===== config.mk =====
export PLATFORM = sky130hd
export DESIGN_NAME = crma_ctrl
export DESIGN_NICKNAME = d
export VERILOG_FILES = /design/src/verilog/crma_pkg.sv /design/src/verilog/crma_ctrl.sv /design/src/verilog/crma_fifo.sv
export SDC_FILE = /design/constraint.sdc
export NUM_CORES = 1
export LEC_CHECK = 0
export CORE_AREA = 5 5 250 191
export DETAILED_ROUTE_END_ITERATION = 16
export DIE_AREA = 0 0 255 196
export DONT_BUFFER_PORTS = 1
export MAX_ROUTING_LAYER = met4
export PLACE_DENSITY = 0.68
export SYNTH_ARGS = -nofsm -noshare
export SYNTH_HDL_FRONTEND = slang
export SYNTH_SLANG_ARGS = --single-unit

===== constraint.sdc =====
create_clock -name clock -period 16.85 [get_ports clock]
set_input_delay 0.8425 -clock clock [delete_from_list [all_inputs] [get_ports clock]]
set_output_delay 0.8425 -clock clock [all_outputs]
set_load 0.01 [all_outputs]

===== src/verilog/crma_pkg.sv =====
// constants, command and result types for the configuration message access controller
package crma_pkg;

    // ------------------------------------------------------------
    // control tokens and endpoint constants
    // ------------------------------------------------------------
    localparam logic [7:0]  TOK_WR      = 8'hc0;     // 192: tile/node write lead
    localparam logic [7:0]  TOK_RD      = 8'hc1;     // 193: tile/node read lead
    localparam logic [7:0]  TOK_PRD     = 8'h25;     // 37: peripheral read lead
    localparam logic [7:0]  TOK_ACK     = 8'h03;
    localparam logic [7:0]  TOK_NAK     = 8'h04;
    localparam logic [7:0]  TOK_END     = 8'h01;
    localparam logic [15:0] TILE_PORT   = 16'hc20c;
    localparam logic [15:0] NODE_PORT   = 16'hc30c;
    localparam logic [7:0]  PER_PORT    = 8'h02;
    localparam logic [7:0]  PS_TAG      = 8'h0c;
    localparam logic [7:0]  NO_REPLY    = 8'hff;     // low reply byte that suppresses a write answer
    localparam logic [3:0]  WR_LEN      = 4'hb;      // tokens in a write message
    localparam logic [3:0]  RD_LEN      = 4'h7;      // tokens in a read message
    localparam logic [7:0]  WORD_BYTES  = 8'h04;
    localparam int          FIFO_DEPTH  = 8;

    // ------------------------------------------------------------
    // types
    // ------------------------------------------------------------
    typedef enum logic [2:0] {
        OP_TILE_WR,
        OP_TILE_RD,
        OP_NODE_WR,
        OP_NODE_RD,
        OP_PER_RD,
        OP_PS_ID
    } crma_op_e;

    typedef struct packed {
        crma_op_e    op;
        logic [15:0] target;    // tile or node identifier
        logic [7:0]  periph;    // peripheral identifier
        logic [23:0] reply_id;
        logic [15:0] regnum;
        logic [31:0] data;
        logic [7:0]  size;      // peripheral read length in bytes
    } crma_cmd_s;

    typedef struct packed {
        logic       ctrl;
        logic [7:0] val;
    } crma_tok_s;

    typedef struct packed {
        logic        ok;
        logic [31:0] data;
    } crma_res_s;

endpackage

===== src/verilog/crma_ctrl.sv =====
// host controller issuing configuration request messages and collecting answers
`timescale 1ns/1ps
module crma_ctrl (
    input  wire logic                 clock,
    input  wire logic                 srst,
    input  wire crma_pkg::crma_cmd_s  cmd,
    input  wire logic                 cmd_valid,
    output logic                      cmd_ready,
    output crma_pkg::crma_tok_s       tx_tok,
    output logic [31:0]               tx_dest,
    output logic                      tx_valid,
    input  wire logic                 tx_ready,
    input  wire crma_pkg::crma_tok_s  rx_tok,
    input  wire logic                 rx_valid,
    output logic                      rx_ready,
    output crma_pkg::crma_res_s       rsp,
    output logic                      rsp_valid,
    input  wire logic                 rsp_ready
);
    typedef enum {S_IDLE, S_SEND, S_HDR, S_DATA, S_END, S_PUSH} crma_state_e;

    crma_state_e          st_q, st_d;
    crma_pkg::crma_cmd_s  c_q, c_d;
    crma_pkg::crma_tok_s  tok_q, tok_d;
    logic [31:0]          dest_q, dest_d, acc_q, acc_d;
    logic [3:0]           idx_q, idx_d;
    logic [7:0]           nb_q, nb_d;
    logic                 tv_q, tv_d, rr_q, rr_d, cr_q, cr_d, ok_q, ok_d;
    logic                 fifo_rdy, rx_fire, cmd_fire;

    // ------------------------------------------------------------
    // message helpers
    // ------------------------------------------------------------
    function automatic logic is_wr(crma_pkg::crma_op_e op);
        return op == crma_pkg::OP_TILE_WR || op == crma_pkg::OP_NODE_WR;
    endfunction

    function automatic logic [3:0] msg_len(crma_pkg::crma_op_e op);
        return is_wr(op) ? crma_pkg::WR_LEN : crma_pkg::RD_LEN;
    endfunction

    // endpoint address of the configuration channel-end
    function automatic logic [31:0] dest_of(crma_pkg::crma_cmd_s c);
        case (c.op)
            crma_pkg::OP_TILE_WR, crma_pkg::OP_TILE_RD: return {c.target, crma_pkg::TILE_PORT};
            crma_pkg::OP_NODE_WR, crma_pkg::OP_NODE_RD: return {c.target, crma_pkg::NODE_PORT};
            default: return {c.target, c.periph, crma_pkg::PER_PORT};
        endcase
    endfunction

    // token i of the request, every field sent most significant byte first
    function automatic crma_pkg::crma_tok_s tok_at(crma_pkg::crma_cmd_s c, logic [3:0] i);
        crma_pkg::crma_tok_s t;
        logic                per;
        t   = '{ctrl: 1'b1, val: crma_pkg::TOK_END};
        per = (c.op == crma_pkg::OP_PER_RD);
        case (i)
            4'h0: t.val = per ? crma_pkg::TOK_PRD : (is_wr(c.op) ? crma_pkg::TOK_WR : crma_pkg::TOK_RD);
            4'h1: t = '{ctrl: 1'b0, val: c.reply_id[23:16]};
            4'h2: t = '{ctrl: 1'b0, val: c.reply_id[15:8]};
            4'h3: t = '{ctrl: 1'b0, val: c.reply_id[7:0]};
            4'h4: t = '{ctrl: 1'b0, val: per ? c.regnum[7:0] : c.regnum[15:8]};
            4'h5: t = '{ctrl: 1'b0, val: per ? c.size : c.regnum[7:0]};
            4'h6: if (is_wr(c.op)) t = '{ctrl: 1'b0, val: c.data[31:24]};
            4'h7: t = '{ctrl: 1'b0, val: c.data[23:16]};
            4'h8: t = '{ctrl: 1'b0, val: c.data[15:8]};
            4'h9: t = '{ctrl: 1'b0, val: c.data[7:0]};
            default: t = '{ctrl: 1'b1, val: crma_pkg::TOK_END};
        endcase
        return t;
    endfunction

    assign cmd_fire = cmd_valid && cr_q;
    assign rx_fire  = rx_valid && rr_q;

    // ------------------------------------------------------------
    // sequencer: next values
    // ------------------------------------------------------------
    // a new command is taken only in idle, so a full answer fifo stalls the requester
    always_comb
    begin
        st_d   = st_q;
        c_d    = c_q;
        tok_d  = tok_q;
        dest_d = dest_q;
        acc_d  = acc_q;
        idx_d  = idx_q;
        nb_d   = nb_q;
        tv_d   = tv_q;
        ok_d   = ok_q;
        case (st_q)
            S_IDLE:
                if (cmd_fire)
                begin
                    c_d   = cmd;
                    acc_d = '0;
                    nb_d  = '0;
                    if (cmd.op == crma_pkg::OP_PS_ID)
                    begin
                        // resource naming needs no link traffic
                        acc_d = {8'h00, cmd.regnum, crma_pkg::PS_TAG};
                        ok_d  = 1'b1;
                        st_d  = S_PUSH;
                    end
                    else if (cmd.op > crma_pkg::OP_PS_ID)
                    begin
                        ok_d = 1'b0;
                        st_d = S_PUSH;
                    end
                    else
                    begin
                        tok_d  = tok_at(cmd, 4'h0);
                        dest_d = dest_of(cmd);
                        tv_d   = 1'b1;
                        idx_d  = 4'h1;
                        st_d   = S_SEND;
                    end
                end
            S_SEND:
                if (tx_ready)
                begin
                    if (idx_q == msg_len(c_q.op))
                    begin
                        tv_d = 1'b0;
                        ok_d = 1'b0;
                        // suppressed write: the device stays silent, so do not wait
                        if (is_wr(c_q.op) && c_q.reply_id[7:0] == crma_pkg::NO_REPLY)
                            st_d = S_IDLE;
                        else
                            st_d = S_HDR;
                    end
                    else
                    begin
                        tok_d = tok_at(c_q, idx_q);
                        idx_d = 4'(idx_q + 1'b1);
                    end
                end
            S_HDR:
                if (rx_fire)
                begin
                    ok_d = rx_tok.ctrl && rx_tok.val == crma_pkg::TOK_ACK;
                    if (ok_d && !is_wr(c_q.op))
                        st_d = S_DATA;
                    else
                        st_d = S_END;
                end
            S_DATA:
                if (rx_fire)
                begin
                    if (!rx_tok.ctrl)
                    begin
                        acc_d = {acc_q[23:0], rx_tok.val};
                        nb_d  = 8'(nb_q + 1'b1);
                    end
                    else
                    begin
                        // wrong byte count or wrong closing token fails the read
                        ok_d = rx_tok.val == crma_pkg::TOK_END &&
                               nb_q == (c_q.op == crma_pkg::OP_PER_RD ? c_q.size : crma_pkg::WORD_BYTES);
                        st_d = (rx_tok.val == crma_pkg::TOK_END) ? S_PUSH : S_END;
                    end
                end
            S_END:
                if (rx_fire)
                begin
                    if (rx_tok.ctrl && rx_tok.val == crma_pkg::TOK_END)
                        st_d = S_PUSH;
                    else
                        ok_d = 1'b0;
                end
            S_PUSH:
                if (fifo_rdy)
                    st_d = S_IDLE;
            default:
                st_d = S_IDLE;
        endcase
        cr_d = (st_d == S_IDLE) && !cmd_fire;
        rr_d = (st_d == S_HDR) || (st_d == S_DATA) || (st_d == S_END);
    end

    // ------------------------------------------------------------
    // sequencer: registers
    // ------------------------------------------------------------
    always_ff @(posedge clock)
    begin
        if (srst)
        begin
            st_q   <= S_IDLE;
            c_q    <= '0;
            tok_q  <= '0;
            dest_q <= '0;
            acc_q  <= '0;
            idx_q  <= '0;
            nb_q   <= '0;
            tv_q   <= 1'b0;
            rr_q   <= 1'b0;
            cr_q   <= 1'b0;
            ok_q   <= 1'b0;
        end
        else
        begin
            st_q   <= st_d;
            c_q    <= c_d;
            tok_q  <= tok_d;
            dest_q <= dest_d;
            acc_q  <= acc_d;
            idx_q  <= idx_d;
            nb_q   <= nb_d;
            tv_q   <= tv_d;
            rr_q   <= rr_d;
            cr_q   <= cr_d;
            ok_q   <= ok_d;
        end
    end

    assign cmd_ready = cr_q;
    assign tx_tok    = tok_q;
    assign tx_dest   = dest_q;
    assign tx_valid  = tv_q;
    assign rx_ready  = rr_q;

    // ------------------------------------------------------------
    // answer buffer
    // ------------------------------------------------------------
    crma_fifo #(
        .W ($bits(crma_pkg::crma_res_s)),
        .D (crma_pkg::FIFO_DEPTH)
    ) u_fifo (
        .clock     (clock),
        .srst      (srst),
        .in_data   ({ok_q, acc_q}),
        .in_valid  (st_q == S_PUSH),
        .in_ready  (fifo_rdy),
        .out_data  (rsp),
        .out_valid (rsp_valid),
        .out_ready (rsp_ready)
    );
endmodule


===== src/verilog/crma_fifo.sv =====
// parameterised synchronous fifo with valid/ready on both sides
`timescale 1ns/1ps
module crma_fifo #(
    parameter int W = 33,
    parameter int D = 8
) (
    input  wire logic         clock,
    input  wire logic         srst,
    input  wire logic [W-1:0] in_data,
    input  wire logic         in_valid,
    output logic              in_ready,
    output logic [W-1:0]      out_data,
    output logic              out_valid,
    input  wire logic         out_ready
);
    localparam int AW = $clog2(D);

    logic [W-1:0]  mem_q [D];
    logic [AW-1:0] wr_q, wr_d, rd_q, rd_d;
    logic [AW:0]   cnt_q, cnt_d;
    logic          full_q, full_d, empty_q, empty_d;
    logic          push, pop;
    logic [W-1:0]  dout_q, dout_d;

    // ------------------------------------------------------------
    // pointers and flags
    // ------------------------------------------------------------
    // flags are registered so that both ready and valid come straight from flops
    always_comb
    begin
        push    = in_valid && !full_q;
        pop     = out_ready && !empty_q;
        wr_d    = push ? AW'(wr_q + 1'b1) : wr_q;
        rd_d    = pop ? AW'(rd_q + 1'b1) : rd_q;
        cnt_d   = (AW+1)'(cnt_q + {{AW{1'b0}}, push} - {{AW{1'b0}}, pop});
        full_d  = (cnt_d == (AW+1)'(D));
        empty_d = (cnt_d == '0);
        // head word is registered; a push into the slot that becomes the head bypasses storage
        dout_d  = (push && wr_q == rd_d) ? in_data : mem_q[rd_d];
    end

    always_ff @(posedge clock)
    begin
        if (srst)
        begin
            wr_q    <= '0;
            rd_q    <= '0;
            cnt_q   <= '0;
            full_q  <= 1'b0;
            empty_q <= 1'b1;
            dout_q  <= '0;
        end
        else
        begin
            wr_q    <= wr_d;
            rd_q    <= rd_d;
            cnt_q   <= cnt_d;
            full_q  <= full_d;
            empty_q <= empty_d;
            dout_q  <= dout_d;
        end
    end

    // storage has no reset; only written words are ever shown
    always_ff @(posedge clock)
    begin
        if (push)
            mem_q[wr_q] <= in_data;
    end

    assign in_ready  = !full_q;
    assign out_valid = !empty_q;
    assign out_data  = dout_q;

endmodule


; ---- Word level (Yosys, flattened, before mapping)
; Memories as Yosys holds them, arrays and structs flattened. A register that Yosys moved wholly into a read port is not among the register bits.
; Cells that the tools add are included.
[totals]
ff_bits = 216
mem_bits_rw = 264
in_bits = 122
output_inout_bits = 78
word_cells = 177
n_memories = 1
[classes]
add_sub_neg = 6
n_lt_le_gt_ge = 1
n_eq_ne = 44
n_mux = 66
bitwise_logic = 2
reduce_logical = 36
[memory_table]
columns = memory, depth, word_bits, rd, rd_clocked_by_memory_dff, write_ports, line_no
row1 = u_fifo.mem_q, 8, 33, 1, 1, 1, crma_fifo.sv:18  ; logic [W-1:0] mem_q [D];
[ops]
columns = cell, count
row1 = two-way mux 32 bit, 12
row2 = one-hot mux 32 bit (6 select lines), 1
row3 = "== test 32 x 3 -> 1 bit, second input constant", 4
row4 = one-hot mux 8 bit (10 select lines), 1
row5 = "== test 32 x 2 -> 1 bit, second input constant", 2
row6 = "== test 32 x 4 -> 1 bit, second input constant", 2
row7 = zero test 32 bit, 2
row8 = two-way mux 8 bit, 8
row9 = one-hot mux 32 bit (2 select lines), 1
row10 = two-way mux 9 bit, 6
row11 = "== test 32 x 1 -> 1 bit, second input constant", 1
row12 = one-hot mux 16 bit (2 select lines), 1
row13 = two-way mux 24 bit, 1
row14 = two-way mux 4 bit, 6
row15 = "inequality test 2 bit, second input constant", 12
row16 = two-way mux 1 bit, 18
row17 = one-hot mux 9 bit (2 select lines), 1
row18 = "== test 4 x 3 -> 1 bit, second input constant", 4
row19 = one-hot mux 8 bit (2 select lines), 1
row20 = "== test 4 bit, second input constant", 3
row21 = two-way mux 3 bit, 4
row22 = AND reduction 6 bit, 2
row23 = logical AND 1 bit, 10
row24 = AND reduction 10 bit, 1
row25 = other kinds (32), 51

; ---- Logic depth before layout (Yosys ltp)
[depth]
depth_word = 10
mapped_depth = 13
ltp_nobuf = 12

; ---- By module
; A second synthesis with hierarchy kept.
[unflattened]
hier_cells = 1642
area_unflattened_um2 = 20221.9
[modules_own_cells]
columns = mod, n_inst, cells_each, area_each_um2, seq_area_each_um2
row1 = crma_fifo, 1, 571, 11710.0, 8828.5
row2 = crma_ctrl, 1, 1071, 8511.9, 3963.8

; ---- Worst setup path before layout
; No wires, ideal clock.
[synth_timing]
path_type = reg2reg
from = register st_q[9]
to = memory u_fifo.mem_q[4][0] (enable)
setup_time_ns = 0.518
t_arrival_ns = 5.081
required_time_ns = 16.332
setup_slack_ns = 11.251
stages_incl_launch_ff = 7
path_buffers = 1
synth_period_minus_slack_ns = 5.599
path_cell_list = dfxtp_1 > nor4_2 > and4_2 > nand2_2 > or4_4 > buf_6 > nor4b_1
[synth_between]
elab_chain_cells = 4
[synth_lines]
columns = element, line_no
row1 = start: declaration, crma_ctrl.sv:22  ; crma_state_e st_q, st_d;
row2 = start signal: assignment, crma_ctrl.sv:202  ; st_q <= st_d;
row3 = == test 32 x 4 -> 1 bit, crma_ctrl.sv:232  ; .in_valid (st_q == S_PUSH),
row4 = logical AND 1 bit, crma_fifo.sv:31  ; push = in_valid && !full_q;
row5 = two-way mux 1 bit, crma_fifo.sv:67  ; if (push)
row6 = two-way mux 1 bit (implied by the code), crma_fifo.sv:68  ; mem_q[wr_q] <= in_data;
row7 = end: declaration, crma_fifo.sv:18
; Every way passes these cells.

; ---- Worst setup path in the final report
[layout_timing]
from = register st_q[13]
to = memory u_fifo.mem_q[5][6] (enable)
; The elaborated chain is that of the path after synthesis.

==> impl_results.md <==
- HPWL after detailed placement: between 30,000 and 40,000 um
- Routed WL per cell: about 22 um
- Crit path kind: flop to flop
- Share of cells above drive strength 1: 0.135
- R2R depth: 6
- Gpl congestion: about 0.84
- Drt total wl: 48,300 um
- Initial antenna violation count: 0
- Maximum clock frequency: approximately 0.28 GHz
- Pwr Total: ~2.6 mW
- Final Hold Fails: 0
- Post-route clock period utilization: 0.213
- Tot GR Track Use: 0.194
- Switching power share of the total: 0.219
- Area occupied by multi-input gates: between 6000 and 7000 um^2
- Core area: roughly 45,000 um^2
- Synth-to-Final Area Change: 11.2%
- Standard-cell rows: slightly below 70
- Worst-Skew Late Latency: just under 0.6 ns
- Worst path required time: about 17 ns
- CTS tree: done
- Hold crit path type: primary input to flop
- Iteration-0 DRC Markers: about 1.2k
- First-pass GRT wire length: 73,500 um
- Post-place setup slack: approximately 13 ns
- CP arrival: 3.81 ns
- Seq cells post-synth: between 500 and 600
- Post-synthesis sequential area ratio: 0.641
- Ys async rst share: 0
- Fillcell total: between 3k and 4k
- Sequential Area: about 13,000 um^2
- Hold Path Cell Cnt: 1
- Die height: ~200 um
- Warnings from Yosys: 0
- Final setup fails: 0
- Clock sinks: between 500 and 600
- Most used flip-flop cell after synthesis: edfxtp_1
- Total grt overflow: 0
- Distinct cells, synth: slightly below 70
- Sequential cell fraction of total power: 0.504
- Net Switching: approximately 0.57 mW
- Top cells by area, synth: edfxtp_1, dfxtp_1, mux4_2, nand2_1, a21oi_1
- IO Pins: 200
- Setup tns final: 0 ns
- Drc violations: 0
- Share of the synthesized area in the top cell type: 0.397
- Most common cell after layout, fill and taps aside: edfxtp_1
- Final antenna-violating net count: 0
- H-tree depth: 2
- Post-synth EDFFs: around 260
- Largest net degree at the start of global routing: between 200 and 250
- First-pass iteration count of the detailed router: 5
- CP Launch Type: flop
- P_leak: about 8.0 nW
- Via count: between 10k and 15k
- Vias per cell: around 5.7
- Logic gate share of total power: 0.070
- Vias in the first global route: roughly 12k
- Critical-path top delay cell: nor3_2
- Layout Cells excl Fill: about 2.2k
- Pint: roughly 2 mW
- Crit path time final: 3.59 ns
- CTS Hold Bufs: 0
- Peak VDD IR: 0.117 mV
- Clock transition at path regs: ~0.060 ns
- Synth area leader: edfxtp_1
- Max-cap viol count: 0
- Root buffer cell: clkbuf_16
- CP max stage delay: 0.86 ns
- Worst Setup End Kind: flop
- Clk pwr share: 0.425
- Setup ws final: ~13 ns
- Chip Width: 255 um
- Power density over the cells: 117 nW/um^2
- Synth Area per Inst: between 10 and 15 um^2
- # diodes: 0
- Slew HR: 0.278
- Final count of pins violating max slew: 0
- Cell Area, Synth: roughly 20,000 um^2
- Worst-Margin Slew: 1.08 ns
- Worst-path cell chain: nor4_2, and4_2, nand2_2, or4_4, nor3_2, buf_4
- Fin util: 0.490
- RSZ-0062 raised after global routing: no
- Die area: about 50,000 um^2
- Port bufs: 0
- Worst-path fanout max: 24
- Clk buf depth: 3
- Post-synthesis cell count: 1,579
- Starting density of the core: 0.441
- Setup Fix Bufs, Post-CTS: 0
- Setup Skew: approximately 0.043 ns
- # placed instances: approximately 2.1k
- Final nets: ~1.7k
- Status: completed
- Clock buffers created by TritonCTS: between 40 and 50
- Post_cts resized: 0
- Commonest cells after routing, fill and taps aside: edfxtp_1, nand2_1, dfxtp_1
cell usage after synthesis (all sizes together), types with 5 or more instances:
master	number
a22oi	27
buf	34
o21ai	18
a222oi	5
or3	5
o22ai	8
nand3	27
edfxtp	264
nor3b	5
dfxtp	243
a31oi	11
nand4	11
nand2b	5
and3	8
mux2i	44
nor4	11
clkbuf	78
nor4b	5
a221oi	12
nor3	22
mux4	65
inv	18
nor2	122
a311oi	17
ha	11
xnor2	9
o31ai	6
a211oi	39
nand2	264
xor2	10
a21oi	120
sequential cells by signal (all words and copies together), names as in the netlist, 3 cells and up:
name             count
u_fifo.cnt_q         4
u_fifo.rd_q          3
nb_q                 8
tx_dest             26
u_fifo.wr_q          3
idx_q                4
st_q                32
tx_tok               9
c_q                 83
acc_q               32
u_fifo.out_data     33
u_fifo.mem_q       264
routing by layer:
| layer | up-vias | GRT usage | share of wire |
|---|---|---|---|
| met3 | 71 | 0.0549 | 0.082 |
| met1 | 6308 | 0.263 | 0.42 |
| met2 | 442 | 0.294 | 0.47 |
| met5 | - | - | 0 |
| li1 | 5798 | - | - |
| met4 | 0 | 0.0455 | 0.021 |
worst paths after layout:
kind,from,endpoint,slack (ns)
min,srst,tx_dest[9],0.35
min reg2reg,c_q[75],c_q[75],0.46
max reg2reg,st_q[13],u_fifo.mem_q[5][6],13.26
max,st_q[13],u_fifo.mem_q[5][6],13.26
metrics by stage:
stage               instance area, um^2  hold WS (ns)
finish                            22200         0.352
global route                      22200         0.326
CTS                               22200         0.320
detailed placement                20600         0.446
global placement                  20600         0.442
floorplan                         20100         0.432
power by group through the flow:
stage                     clock network (mW)  registers (mW)  logic, mW
after floorplan                            0            1.33      0.161
after global placement                     0            1.33      0.184
after detailed placement                   0            1.33      0.187
after CTS                               1.12            1.30      0.188
after global routing                    1.17            1.30      0.200
final                                   1.10            1.30      0.181
layout make-up:
type,instances,share of cell area
Multi-Input combinational cell,974,0.307
Timing Repair Buffer,17,0.00576
Sequential cell,507,0.577
Clock inverter,20,0.0142
Clock buffer,66,0.0590
Inverter,19,0.00344
Tap cell,595,0.0336
worst max-delay path: cells and delay by family (launching register included):
family / cells / cell delay (ns)
buffers and inverters: 1 / 0.51
DFF: 1 / 0.31
and+or+nand+nor: 5 / 2.40
logic make-up (layout without fill, tap and decap cells):
group           Yosys count  count (layout)  share of synthesized area
mux                     109             109                     0.0955
simple gates            510             510                      0.115
xor+xnor                 19              19                    0.00834
flops                   507             507                      0.641
compound gates          290             290                      0.103
fa+ha+maj                12              12                    0.00790
other cells               1              34                   0.000188
buf+inv                 131             122                     0.0289
Power figures use the tool's default switching activity.
